<file path="src/logic/sfs_pkg.sv">
/*
  Shared constants for the switching frequency, synchronization and shutdown block:
  register offsets, field positions, reset values, the strap frequency table and timing.
  Assumes a 20 MHz APB clock; frequencies are held in kHz and converted to switching periods in clock cycles.
*/
package sfs_pkg;
  localparam int unsigned CLK_HZ = 20_000_000;
  localparam int unsigned PER_W = 8;
  localparam logic [11:0] ADDR_CTRL = 12'h000;
  localparam logic [11:0] ADDR_FREQ = 12'h004;
  localparam logic [11:0] ADDR_STATUS = 12'h008;
  localparam logic [11:0] ADDR_IRQ_STAT = 12'h00C;
  localparam logic [11:0] ADDR_IRQ_EN = 12'h010;
  localparam logic [11:0] ADDR_IRQ_CLR = 12'h014;
  localparam logic [11:0] ADDR_PERIOD = 12'h018;
  localparam int unsigned CTRL_OFF_BIT = 0;
  localparam int unsigned CTRL_OPEN_BIT = 1;
  localparam int unsigned EV_SYNC_ON = 0;
  localparam int unsigned EV_SYNC_OFF = 1;
  localparam int unsigned EV_SYNC_FAIL = 2;
  localparam int unsigned EV_SHUT = 3;
  localparam int unsigned EV_W = 4;
  localparam logic [10:0] FREQ_DEF_KHZ = 11'd607;
  localparam logic [10:0] FREQ_MIN_KHZ = 11'd166;
  localparam logic [10:0] FREQ_MAX_KHZ = 11'd1500;
  localparam int unsigned ADC_W = 10;
  localparam int unsigned LOSS_PERIODS = 4;
  localparam logic [PER_W-1:0] STEP_CYC = 8'd1;
  typedef enum logic [1:0] {SFS_INIT = 2'b00, SFS_FREE = 2'b01, SFS_SYNC = 2'b11,
                            SFS_FAIL = 2'b10} sfs_state_e;

  // Strap code 0..15 to frequency in kHz, ascending.
  function automatic logic [10:0] sfs_strap_khz(input logic [3:0] code);
    case (code)
      4'h0: sfs_strap_khz = 11'd306;
      4'h1: sfs_strap_khz = 11'd356;
      4'h2: sfs_strap_khz = 11'd400;
      4'h3: sfs_strap_khz = 11'd444;
      4'h4: sfs_strap_khz = 11'd500;
      4'h5: sfs_strap_khz = 11'd550;
      4'h6: sfs_strap_khz = 11'd600;
      4'h7: sfs_strap_khz = 11'd706;
      4'h8: sfs_strap_khz = 11'd750;
      4'h9: sfs_strap_khz = 11'd800;
      4'hA: sfs_strap_khz = 11'd923;
      4'hB: sfs_strap_khz = 11'd1000;
      4'hC: sfs_strap_khz = 11'd1091;
      4'hD: sfs_strap_khz = 11'd1200;
      4'hE: sfs_strap_khz = 11'd1333;
      default: sfs_strap_khz = 11'd1500;
    endcase
  endfunction : sfs_strap_khz

  // Frequency in kHz to switching period in clock cycles, rounded down.
  function automatic logic [PER_W-1:0] sfs_khz_to_per(input logic [10:0] khz);
    logic [31:0] q;
    q = (CLK_HZ / 1000) / ((khz == 11'd0) ? 32'd1 : {21'd0, khz});
    sfs_khz_to_per = (q > 32'd255) ? 8'hFF : q[PER_W-1:0];
  endfunction : sfs_khz_to_per
endpackage : sfs_pkg

</file>
<file path="src/logic/sfs_top.sv">
/*
  Switching frequency selection, external sync tracking and shutdown control with an
  APB register slave. Assumes strap, sync and enable comparator inputs synchronous to pclk,
  and a 10-bit converter result with a done strobe supplied during initialization.
*/
// Local design decisions: the register offsets and the APB register port.
`timescale 1ns/1ps
module sfs_top
  import sfs_pkg::*;
#(
  parameter int unsigned LOSS_N = LOSS_PERIODS
) (
  input wire logic pclk,
  input wire logic presetn,
  input wire logic psel,
  input wire logic penable,
  input wire logic pwrite,
  input wire logic [11:0] paddr,
  input wire logic [31:0] pwdata,
  output logic [31:0] prdata,
  output logic pready,
  output logic pslverr,
  input wire logic addr_strap_floating,
  input wire logic [ADC_W-1:0] rate_strap_adc,
  input wire logic rate_strap_adc_done,
  input wire logic rate_sync_pin,
  input wire logic enable_above_thr,
  output logic drv_high_on,
  output logic drv_low_on,
  output logic sw_clk,
  output logic [PER_W-1:0] ramp_slope,
  output logic irq
);
  sfs_state_e state_r;
  logic analog_r;
  logic sync_early_r;
  logic [10:0] free_khz_r;
  logic [10:0] freq_reg_r;
  logic [PER_W-1:0] per_r;
  logic [PER_W-1:0] cnt_r;
  logic [PER_W-1:0] ext_cnt_r;
  logic [PER_W-1:0] ext_per_r;
  logic [3:0] miss_r;
  logic sync_d_r;
  logic sync_seen_r;
  logic bus_off_r;
  logic bus_open_r;
  logic [EV_W-1:0] ist_r;
  logic [EV_W-1:0] ien_r;
  logic [EV_W-1:0] ev;
  logic run;
  logic run_d_r;
  logic wr;
  logic rd;
  logic clr_wr;
  logic sync_rise;
  logic wrap;
  logic [PER_W-1:0] free_per;
  logic [PER_W-1:0] target;
  logic [10:0] wr_khz;

  assign wr = psel && penable && pwrite;
  assign rd = psel && !penable && !pwrite;
  assign pready = 1'b1;
  assign pslverr = 1'b0;
  assign sync_rise = rate_sync_pin && !sync_d_r;
  assign wrap = (cnt_r >= per_r - STEP_CYC);
  assign free_per = sfs_khz_to_per(analog_r ? free_khz_r : freq_reg_r);
  assign target = (state_r == SFS_SYNC) ? ext_per_r : free_per;
  assign wr_khz = pwdata[10:0];
  assign clr_wr = wr && (paddr == ADDR_IRQ_CLR);

  // Power conversion runs only when enabled, not shut by bus, and not failed.
  assign run = enable_above_thr && !bus_off_r && (state_r != SFS_INIT)
               && (state_r != SFS_FAIL);
  assign drv_high_on = run && sw_clk;
  assign drv_low_on = run && !sw_clk;
  assign ramp_slope = per_r;

  // Mode and strap capture happen once; the strap is never looked at again.
  always_ff @(posedge pclk or negedge presetn) begin
    if (!presetn) begin
      state_r <= SFS_INIT;
      analog_r <= 1'b0;
      free_khz_r <= FREQ_DEF_KHZ;
      sync_early_r <= 1'b0;
    end else begin
      case (state_r)
        SFS_INIT: begin
          if (rate_strap_adc_done) begin
            analog_r <= addr_strap_floating;
            free_khz_r <= sfs_strap_khz(rate_strap_adc[ADC_W-1 -: 4]);
            sync_early_r <= sync_seen_r;
            state_r <= sync_seen_r ? SFS_SYNC : SFS_FREE;
          end
        end
        SFS_FREE: begin
          if (sync_rise) begin
            state_r <= SFS_SYNC;
          end
        end
        SFS_SYNC: begin
          if (miss_r >= 4'(LOSS_N)) begin
            state_r <= sync_early_r ? SFS_FAIL : SFS_FREE;
          end
        end
        default: begin
          state_r <= SFS_FAIL;
        end
      endcase
    end
  end

  // Sync edge detect, external period measure and loss counting.
  always_ff @(posedge pclk or negedge presetn) begin
    if (!presetn) begin
      sync_d_r <= 1'b0;
      sync_seen_r <= 1'b0;
      ext_cnt_r <= 8'h00;
      ext_per_r <= 8'h01;
      miss_r <= 4'h0;
    end else begin
      sync_d_r <= rate_sync_pin;
      if (sync_rise) begin
        sync_seen_r <= 1'b1;
        ext_cnt_r <= 8'h01;
        if (ext_cnt_r != 8'h00) begin
          ext_per_r <= ext_cnt_r;
        end
        miss_r <= 4'h0;
      end else begin
        if (ext_cnt_r != 8'hFF) begin
          ext_cnt_r <= ext_cnt_r + 8'h01;
        end
        if (wrap && miss_r != 4'hF) begin
          miss_r <= miss_r + 4'h1;
        end
      end
    end
  end

  // Period walks toward target one bounded step per switching cycle.
  always_ff @(posedge pclk or negedge presetn) begin
    if (!presetn) begin
      per_r <= 8'd33;
      cnt_r <= 8'h00;
      sw_clk <= 1'b0;
    end else begin
      if (wrap) begin
        cnt_r <= 8'h00;
        if (per_r < target) begin
          per_r <= per_r + STEP_CYC;
        end else if (per_r > target && per_r > 8'd2) begin
          per_r <= per_r - STEP_CYC;
        end
      end else begin
        cnt_r <= cnt_r + 8'h01;
      end
      sw_clk <= (cnt_r < {1'b0, per_r[PER_W-1:1]});
    end
  end

  // Bus registers; frequency writes outside the legal range are ignored.
  always_ff @(posedge pclk or negedge presetn) begin
    if (!presetn) begin
      freq_reg_r <= FREQ_DEF_KHZ;
      bus_off_r <= 1'b0;
      bus_open_r <= 1'b0;
      ien_r <= 4'h0;
    end else if (wr && !analog_r) begin
      if (paddr == ADDR_FREQ) begin
        if (wr_khz >= FREQ_MIN_KHZ && wr_khz <= FREQ_MAX_KHZ) begin
          freq_reg_r <= wr_khz;
        end
      end else if (paddr == ADDR_CTRL) begin
        bus_open_r <= pwdata[CTRL_OPEN_BIT];
        bus_off_r <= pwdata[CTRL_OFF_BIT] && pwdata[CTRL_OPEN_BIT];
      end else if (paddr == ADDR_IRQ_EN) begin
        ien_r <= pwdata[EV_W-1:0];
      end
    end
  end

  assign ev[EV_SYNC_ON] = (state_r == SFS_FREE) && sync_rise;
  assign ev[EV_SYNC_OFF] = (state_r == SFS_SYNC) && !sync_early_r && (miss_r >= 4'(LOSS_N));
  assign ev[EV_SYNC_FAIL] = (state_r == SFS_SYNC) && sync_early_r && (miss_r >= 4'(LOSS_N));
  assign ev[EV_SHUT] = run_d_r && !run;

  // Sticky status: a new event wins over a clear in the same cycle.
  always_ff @(posedge pclk or negedge presetn) begin
    if (!presetn) begin
      ist_r <= 4'h0;
      run_d_r <= 1'b0;
      irq <= 1'b0;
    end else begin
      run_d_r <= run;
      ist_r <= (ist_r & ~(clr_wr ? pwdata[EV_W-1:0] : 4'h0)) | ev;
      irq <= |(((ist_r & ~(clr_wr ? pwdata[EV_W-1:0] : 4'h0)) | ev) & ien_r);
    end
  end

  always_ff @(posedge pclk or negedge presetn) begin
    if (!presetn) begin
      prdata <= 32'h0000_0000;
    end else if (rd) begin
      if (paddr == ADDR_CTRL) begin
        prdata <= {30'd0, bus_open_r, bus_off_r};
      end else if (paddr == ADDR_FREQ) begin
        prdata <= {21'd0, analog_r ? free_khz_r : freq_reg_r};
      end else if (paddr == ADDR_STATUS) begin
        prdata <= {26'd0, run, analog_r, sync_early_r, 1'b0, state_r};
      end else if (paddr == ADDR_IRQ_STAT) begin
        prdata <= {28'd0, ist_r};
      end else if (paddr == ADDR_IRQ_EN) begin
        prdata <= {28'd0, ien_r};
      end else if (paddr == ADDR_PERIOD) begin
        prdata <= {24'd0, per_r};
      end else begin
        prdata <= 32'h0000_0000;
      end
    end
  end
endmodule : sfs_top

</file>
<file path="config.mk">
export PLATFORM = sky130hd
export DESIGN_NAME = sfs_top
export DESIGN_NICKNAME = d
export VERILOG_FILES = /design/src/logic/sfs_pkg.sv /design/src/logic/sfs_top.sv
export SDC_FILE = /design/constraint.sdc
export NUM_CORES = 1
export LEC_CHECK = 0
export BUFFER_PORTS_ARGS = -buffer_cell sky130_fd_sc_hd__buf_2
export CAP_MARGIN = 20
export CORE_MARGIN = 5
export CORE_UTILIZATION = 35
export CTS_CLUSTER_SIZE = 25
export DETAILED_ROUTE_END_ITERATION = 10
export GPL_TIMING_DRIVEN = 0
export PLACE_DENSITY = 0.5
export RECOVER_POWER = 25
export SLEW_MARGIN = 20
export SYNTH_ARGS = -nofsm -noshare
export SYNTH_HDL_FRONTEND = slang
export SYNTH_SLANG_ARGS = --single-unit
</file>
<file path="constraint.sdc">
create_clock -name pclk -period 105.3 [get_ports pclk]
set_input_delay 15.795 -clock pclk [delete_from_list [all_inputs] [get_ports pclk]]
set_output_delay 15.795 -clock pclk [all_outputs]
set_load 0.01 [all_outputs]
</file>
Word level (Yosys, flattened, before mapping)
Memory sizes are Yosys's and may differ from the RTL's. A register that Yosys moved wholly into a read port is not among the register bits.
Cells that the tools add are included.
Cells by class
  add/sub/neg operators: 5
  div/mod/pow operators: 1
  order comparisons: 9
  eq/ne operators: 14
  multiplexer cells: 24
  bitwise gates (word level): 6
  reductions and logical operators: 47
Operator list (number)
  8-bit 2-to-1 mux: 11
  32-bit 2-to-1 mux: 2
  12-bit by 5-bit equality test with 1-bit output, second input constant: 3
  15-bit by 32-bit divider with 32-bit output, first input constant: 1
  32-bit by 8-bit greater-than comparator with 1-bit output, second input constant: 1
  8-bit by 1-bit adder with 8-bit output, second input constant: 3
  12-bit by 4-bit equality test with 1-bit output, second input constant: 2
  1-bit logical AND: 22
  11-bit 2-to-1 mux: 2
  12-bit by 3-bit equality test with 1-bit output, second input constant: 1
  12-bit zero test: 1
  4-bit 2-to-1 mux: 3
  11-bit by 8-bit >= comparator with 1-bit output, second input constant: 1
  11-bit <= comparator, second input constant: 1
  11-bit zero test: 1
  2-bit 2-to-1 mux: 5
  1-bit zero test: 9
  3-bit AND reduction: 3
  4-bit bitwise AND: 2
  8-bit >= comparator: 1
  8-bit by 2-bit greater-than comparator with 1-bit output, second input constant: 1
  8-bit greater-than comparator: 1
  8-bit by 7-bit < comparator with 1-bit output: 1
  8-bit < comparator: 1
  other kinds (19): 27
Storage, ports and cells
  flip-flop bits (word level): 98
  bits in read-only memories: 176
  bits of input ports: 63
  output and inout port bits: 46
  word-level logic and storage cells: 126
  memories kept: 1
Memories
  (name not given): depth 16, bits a word 11, rd ports 1, clocked after memory_dff 1, write ports 0, line sfs_pkg.sv:34  | case (code)

Longest topological paths before layout
  word-level depth: 11
  depth in mapped cells: 460
  depth with buffers taken out: 421

Worst setup path after synthesis
Ideal clock, no wire load.
  path kind: register to register
  start point: register analog_r
  end point: register per_r[7], in the netlist ramp_slope[7]
  setup time: 0.123 ns
  data arrival time: 81.998 ns
  required time: 105.177 ns
  setup slack: 23.179 ns
  stages on the path, launching flop included: 439
  path buffers: 42
  period minus slack after synthesis: 82.121 ns
  path through: dfrtp_1 buf_6 buf_6 clkbuf_1 mux2i_1 ha_1 or2_2 o2111a_1 mux2_2 ha_1 nand2_1 a2111o_1 a211oi_2 o21bai_1 o21a_1 ha_1 a21o_1 a21oi_1 [403 not listed] nand4_1 nand4b_1 o32a_1 o32a_1 ha_1 nor2b_1 o21a_1 o21ai_0 nand2b_1 a21oi_1 nor2b_1 o21ai_0 nand2b_1 a21oi_1 o21ai_0 clkbuf_1 nor2_1 xnor2_1
Between the ends
  longest elaborated chain between the ends: 11
  elaborated cells on any way between the ends: 13
  those cells by class: 1 x div; 3 x order compare; 5 x mux; 4 x reduce/logical
RTL lines
  from (decl): line sfs_top.sv:35  | logic analog_r;
  from (signal assigned): line sfs_top.sv:91  | analog_r <= addr_strap_floating;
  11-bit 2-to-1 mux *: line sfs_top.sv:68  | assign free_per = sfs_khz_to_per(analog_r ? free_khz_r : freq_reg_r);
  11-bit zero test: line sfs_pkg.sv:57  | q = (CLK_HZ / 1000) / ((khz == 11'd0) ? 32'd1 : {21'd0, khz});
  11-bit 2-to-1 mux *: line sfs_pkg.sv:57
  15-bit by 32-bit divider with 32-bit output *: line sfs_pkg.sv:57
  32-bit by 8-bit greater-than comparator with 1-bit output: line sfs_pkg.sv:58  | sfs_khz_to_per = (q > 32'd255) ? 8'hFF : q[PER_W-1:0];
  8-bit 2-to-1 mux *: line sfs_pkg.sv:58
  8-bit 2-to-1 mux *: line sfs_top.sv:69  | assign target = (state_r == SFS_SYNC) ? ext_per_r : free_per;
  8-bit greater-than comparator: line sfs_top.sv:153  | end else if (per_r > target && per_r > 8'd2) begin
  1-bit logical AND: line sfs_top.sv:153
  2-bit nonzero test (no line)
  2-bit AND reduction (no line)
  to (signal assigned): line sfs_top.sv:152  | per_r <= per_r + STEP_CYC;
  to (signal assigned): line sfs_top.sv:154  | per_r <= per_r - STEP_CYC;
  to (decl): line sfs_top.sv:39  | logic [PER_W-1:0] per_r;
Every way passes the cells marked *; elsewhere a longest branch is shown, timed or not.
A chain may end at the register's enable or synchronous reset.

Worst setup path in the final report
Same ends and word-level chain as after synthesis.

==> metrics.yaml <==
nFillCells: 8516
hp-class: "flip-flop to flip-flop"
drc: 0
max_slew_margin: -1.77
maxCapViolCount: 1
leakagePower_uw: 0.0134
grt_pass1_wl_um: 145000
clk_pin_slew_ps: 70
place.gp.congestion: 0.845
wl_per_cell_um: 17.4
arrival_ps: 96440
coreArea_um2: 78900
die-height_um: 292
post_drt_via_cell_ratio: 5.77
grt_max_degree: 76
overflow: 0
cts_max_level: 3
swShare: 0.264
ys_seq_area_frac: 0.0800
peakVddDrop_mv: 0.00725
tightest_slew_ps: 4150
setup-violations-final: 0
dr.first_iter.drc_count: 1829
finalClockSkew_ps: 13.3
cp.depth: 437
clk_latency_ps: 350
worstSetupEndpointType: "flip-flop"
root_buffer: "clkbuf_16"
required_ps: 105530
fin_tns_setup_ps: 0
numPortBuffers: 54
avgSynthCellArea_um2: 7.15
cp-start-kind: "flip-flop"
syn2layout_area_growth_pct: 9.56
rsz0062_at_grt: "no"
crit_fanout: 13
postRouteAntennaNets: 0
nets: 4361
crit_top_cell: "o21ai_0"
cts_buffer_depth: 2
clock_sinks: 88
critPathTopFamily: "compound AO/OA/AOI/OAI gates"
dpl-instance-area_um2: 30000
synth_warnings: 0
final_layout_size_suffix_gt1_frac: 0.104
ios: 109
use_met1: 0.276
hold_viol_final: 0
critical_path_class: "flip-flop to flip-flop"
r2r_start: "analog_r"
synth_area_leader_cell: "ha_1"
wl_um: 88100
status: "complete, but fails checks"
async_flop_share: 1.00
cts_made_buffers: 9
cpMaxStageDelayCell: "o211ai_1"
seqPwrFrac: 0.443
busiest_layer: "met2"
synth_top_area_frac: 0.135
mappedNetlistArea_um2: 27800
slowest_delay_ps: 670
hold_path_end: "prdata[0]"
violations: "max-capacitance violations, max-slew violations"
vias: 29200
crit_buf_inv: 47
ys_types: 139
fin_crit_sh: 0.914
power_frac_clock: 0.434
std_cell_rows: 103
power_switching_uw: 21.9
antenna_found_initial: 0
multi_input_area_um2: 24600
grtUsageMet3: 0.0106
finalMaxSlewViolations: 76
rrSetupSlack_ps: 9090
final_area_um2: 30400
start_util: 0.352
period_needed_ps: 96210
r2r_end: "ramp_slope[7]"
die-width_um: 292
power_frac_comb: 0.123
yosys-top-cells-area: "ha_1 (13%), dfrtp_1 (6.4%), a21oi_1 (5.8%)"
internal_power_uw: 61.0
ys_seq_elements: 88
use_met2: 0.340
min_path_cells: 2
cts_tree: "done"
holdWs_ps: 490
synth_ff_type: "dfrtp_1"
grt_pass1_vias: 28000
seq_area_um2: 2220
syn_inst: 3888
drt-pass1-iter-count: 5
powerDensity_nw_per_um2: 2.73
synth_edf_count: 0
hpwl_um: 72500
hp-start: "prdata[0]"
die_area_um2: 85100
clock.fmax_ghz: 0.0104
reg2reg_depth: 437
grt.total_usage: 0.197
## cells by family after synthesis
kind of cell | Yosys count | share of synthesized area
AOI/OAI and AO/OA | 1370 | 0.337
xor gates and xnor gates | 234 | 0.0743
adders and majority gates | 299 | 0.135
buffers and inverters | 286 | 0.0436
DFF | 88 | 0.0800
muxes | 149 | 0.0584
other | 2 | 0.000270
and+or+nand+nor | 1460 | 0.271
## final cells by class
cell class / instances / share of cell area
multi-input combinational: 3536 / 0.809
sequential: 88 / 0.0731
tap: 1050 / 0.0432
timing repair buffer: 79 / 0.0240
buffer: 135 / 0.0217
inverter: 150 / 0.0185
clock buffer: 9 / 0.00740
clock inverter: 7 / 0.00333
antenna: 1 / 0.0000822
## worst reg2reg max path, delay by kind of cell (launching register included)
kind	cells	cell delay, ps
buf+inv	47	12210
compound gates	238	50610
xor+xnor	1	120
simple gates	113	20360
mux	7	2380
flops	1	370
fa+ha+maj	31	10050
## state kept, by name, summed over array words and instances, names as in the netlist, 2 cells and up
register and count:
miss_r 4, freq_reg_r 11, prdata 11, ext_per_r 8, free_khz_r 11, ext_cnt_r 8
ramp_slope 8, ien_r 4, state_r 2, cnt_r 8, ist_r 4
## through the flow
stage	utilization	setup slack (ps)	std cells	total power, µW
finish	0.386	9090	5055	83.0
global route	0.386	49.1	5054	86.6
CTS	0.384	3670	5046	83.9
detailed placement	0.380	4190	5030	47.7
global placement	0.373	1600	5014	47.5
floorplan	-	23180	3910	44.0
## worst max-delay path by stage
stage / from / end / slack (ps)
global route: analog_r / ramp_slope[7] / 50
detailed placement: analog_r / ramp_slope[7] / 4190
global placement: analog_r / ramp_slope[7] / 1600
finish: analog_r / ramp_slope[7] / 9090
floorplan: analog_r / ramp_slope[7] / 23180
CTS: analog_r / ramp_slope[7] / 3670
## placed cells by master, fill, tap and decap left out, drive strengths merged, types with 32 or more instances in the layout
master  count
nor2      413
inv       151
a31oi      65
and2       58
nor4       36
o21ai     278
mux2i      57
nor2b      39
o211ai     34
nor3      128
ha        299
nand2b     97
buf       132
o21a       76
nand3     132
o31ai      63
dfrtp      71
clkbuf     91
xnor2     152
xor2       82
a211oi     52
mux2       92
a21o      142
or2        33
or3        46
a21oi     330
nand4      58
and3       32
nand2     289
## power by group through the flow
stage                     Sequential [µW]  Clock, µW  Combinational (µW)
after floorplan                      36.9          0                7.06
after global placement               37.4          0                10.1
final                                36.8       36.0                10.2
after global routing                 37.0       38.1                11.5
after CTS                            36.8       36.8                10.4
after detailed placement             37.4          0                10.3
## metal layers
layer  up-vias  share of wire
met4         0          0.016
met2       480           0.46
met5         -              0
met3        71          0.026
li1      15000              -
met1     13600           0.50
## synth_stat cells, types with 16 or more instances
cell type	number
nand3_1	128
nor2_1	411
o211ai_1	33
o31a_1	16
or4_1	21
o2111ai_1	26
a311oi_1	16
ha_1	299
o22ai_1	17
nor4_1	29
and3_1	32
a21o_1	141
o21a_1	75
xor2_1	81
or3_1	42
a21oi_1	323
o21ai_0	252
and2_1	57
nor3_1	120
nor2b_1	39
nand4_1	57
mux2_2	87
dfstp_2	17
o21ai_1	21
clkbuf_1	78
inv_1	148
xnor2_1	151
a211oi_1	46
or2_2	27
o31ai_1	62
buf_4	26
a31oi_1	65
nand2b_1	96
o21bai_1	18
mux2i_1	54
nand2_1	288
a211o_1	21
dfrtp_1	71
buf_2	21
## timing repair
item | 4_1_cts | 5_1_grt
endpoints found under the setup margin | 0 | 8
buffers inserted | 0 | 9
gates resized for setup | 0 | 40
hold buffers | 0 | 0
No activity file was read; power rests on OpenSTA's default activity.
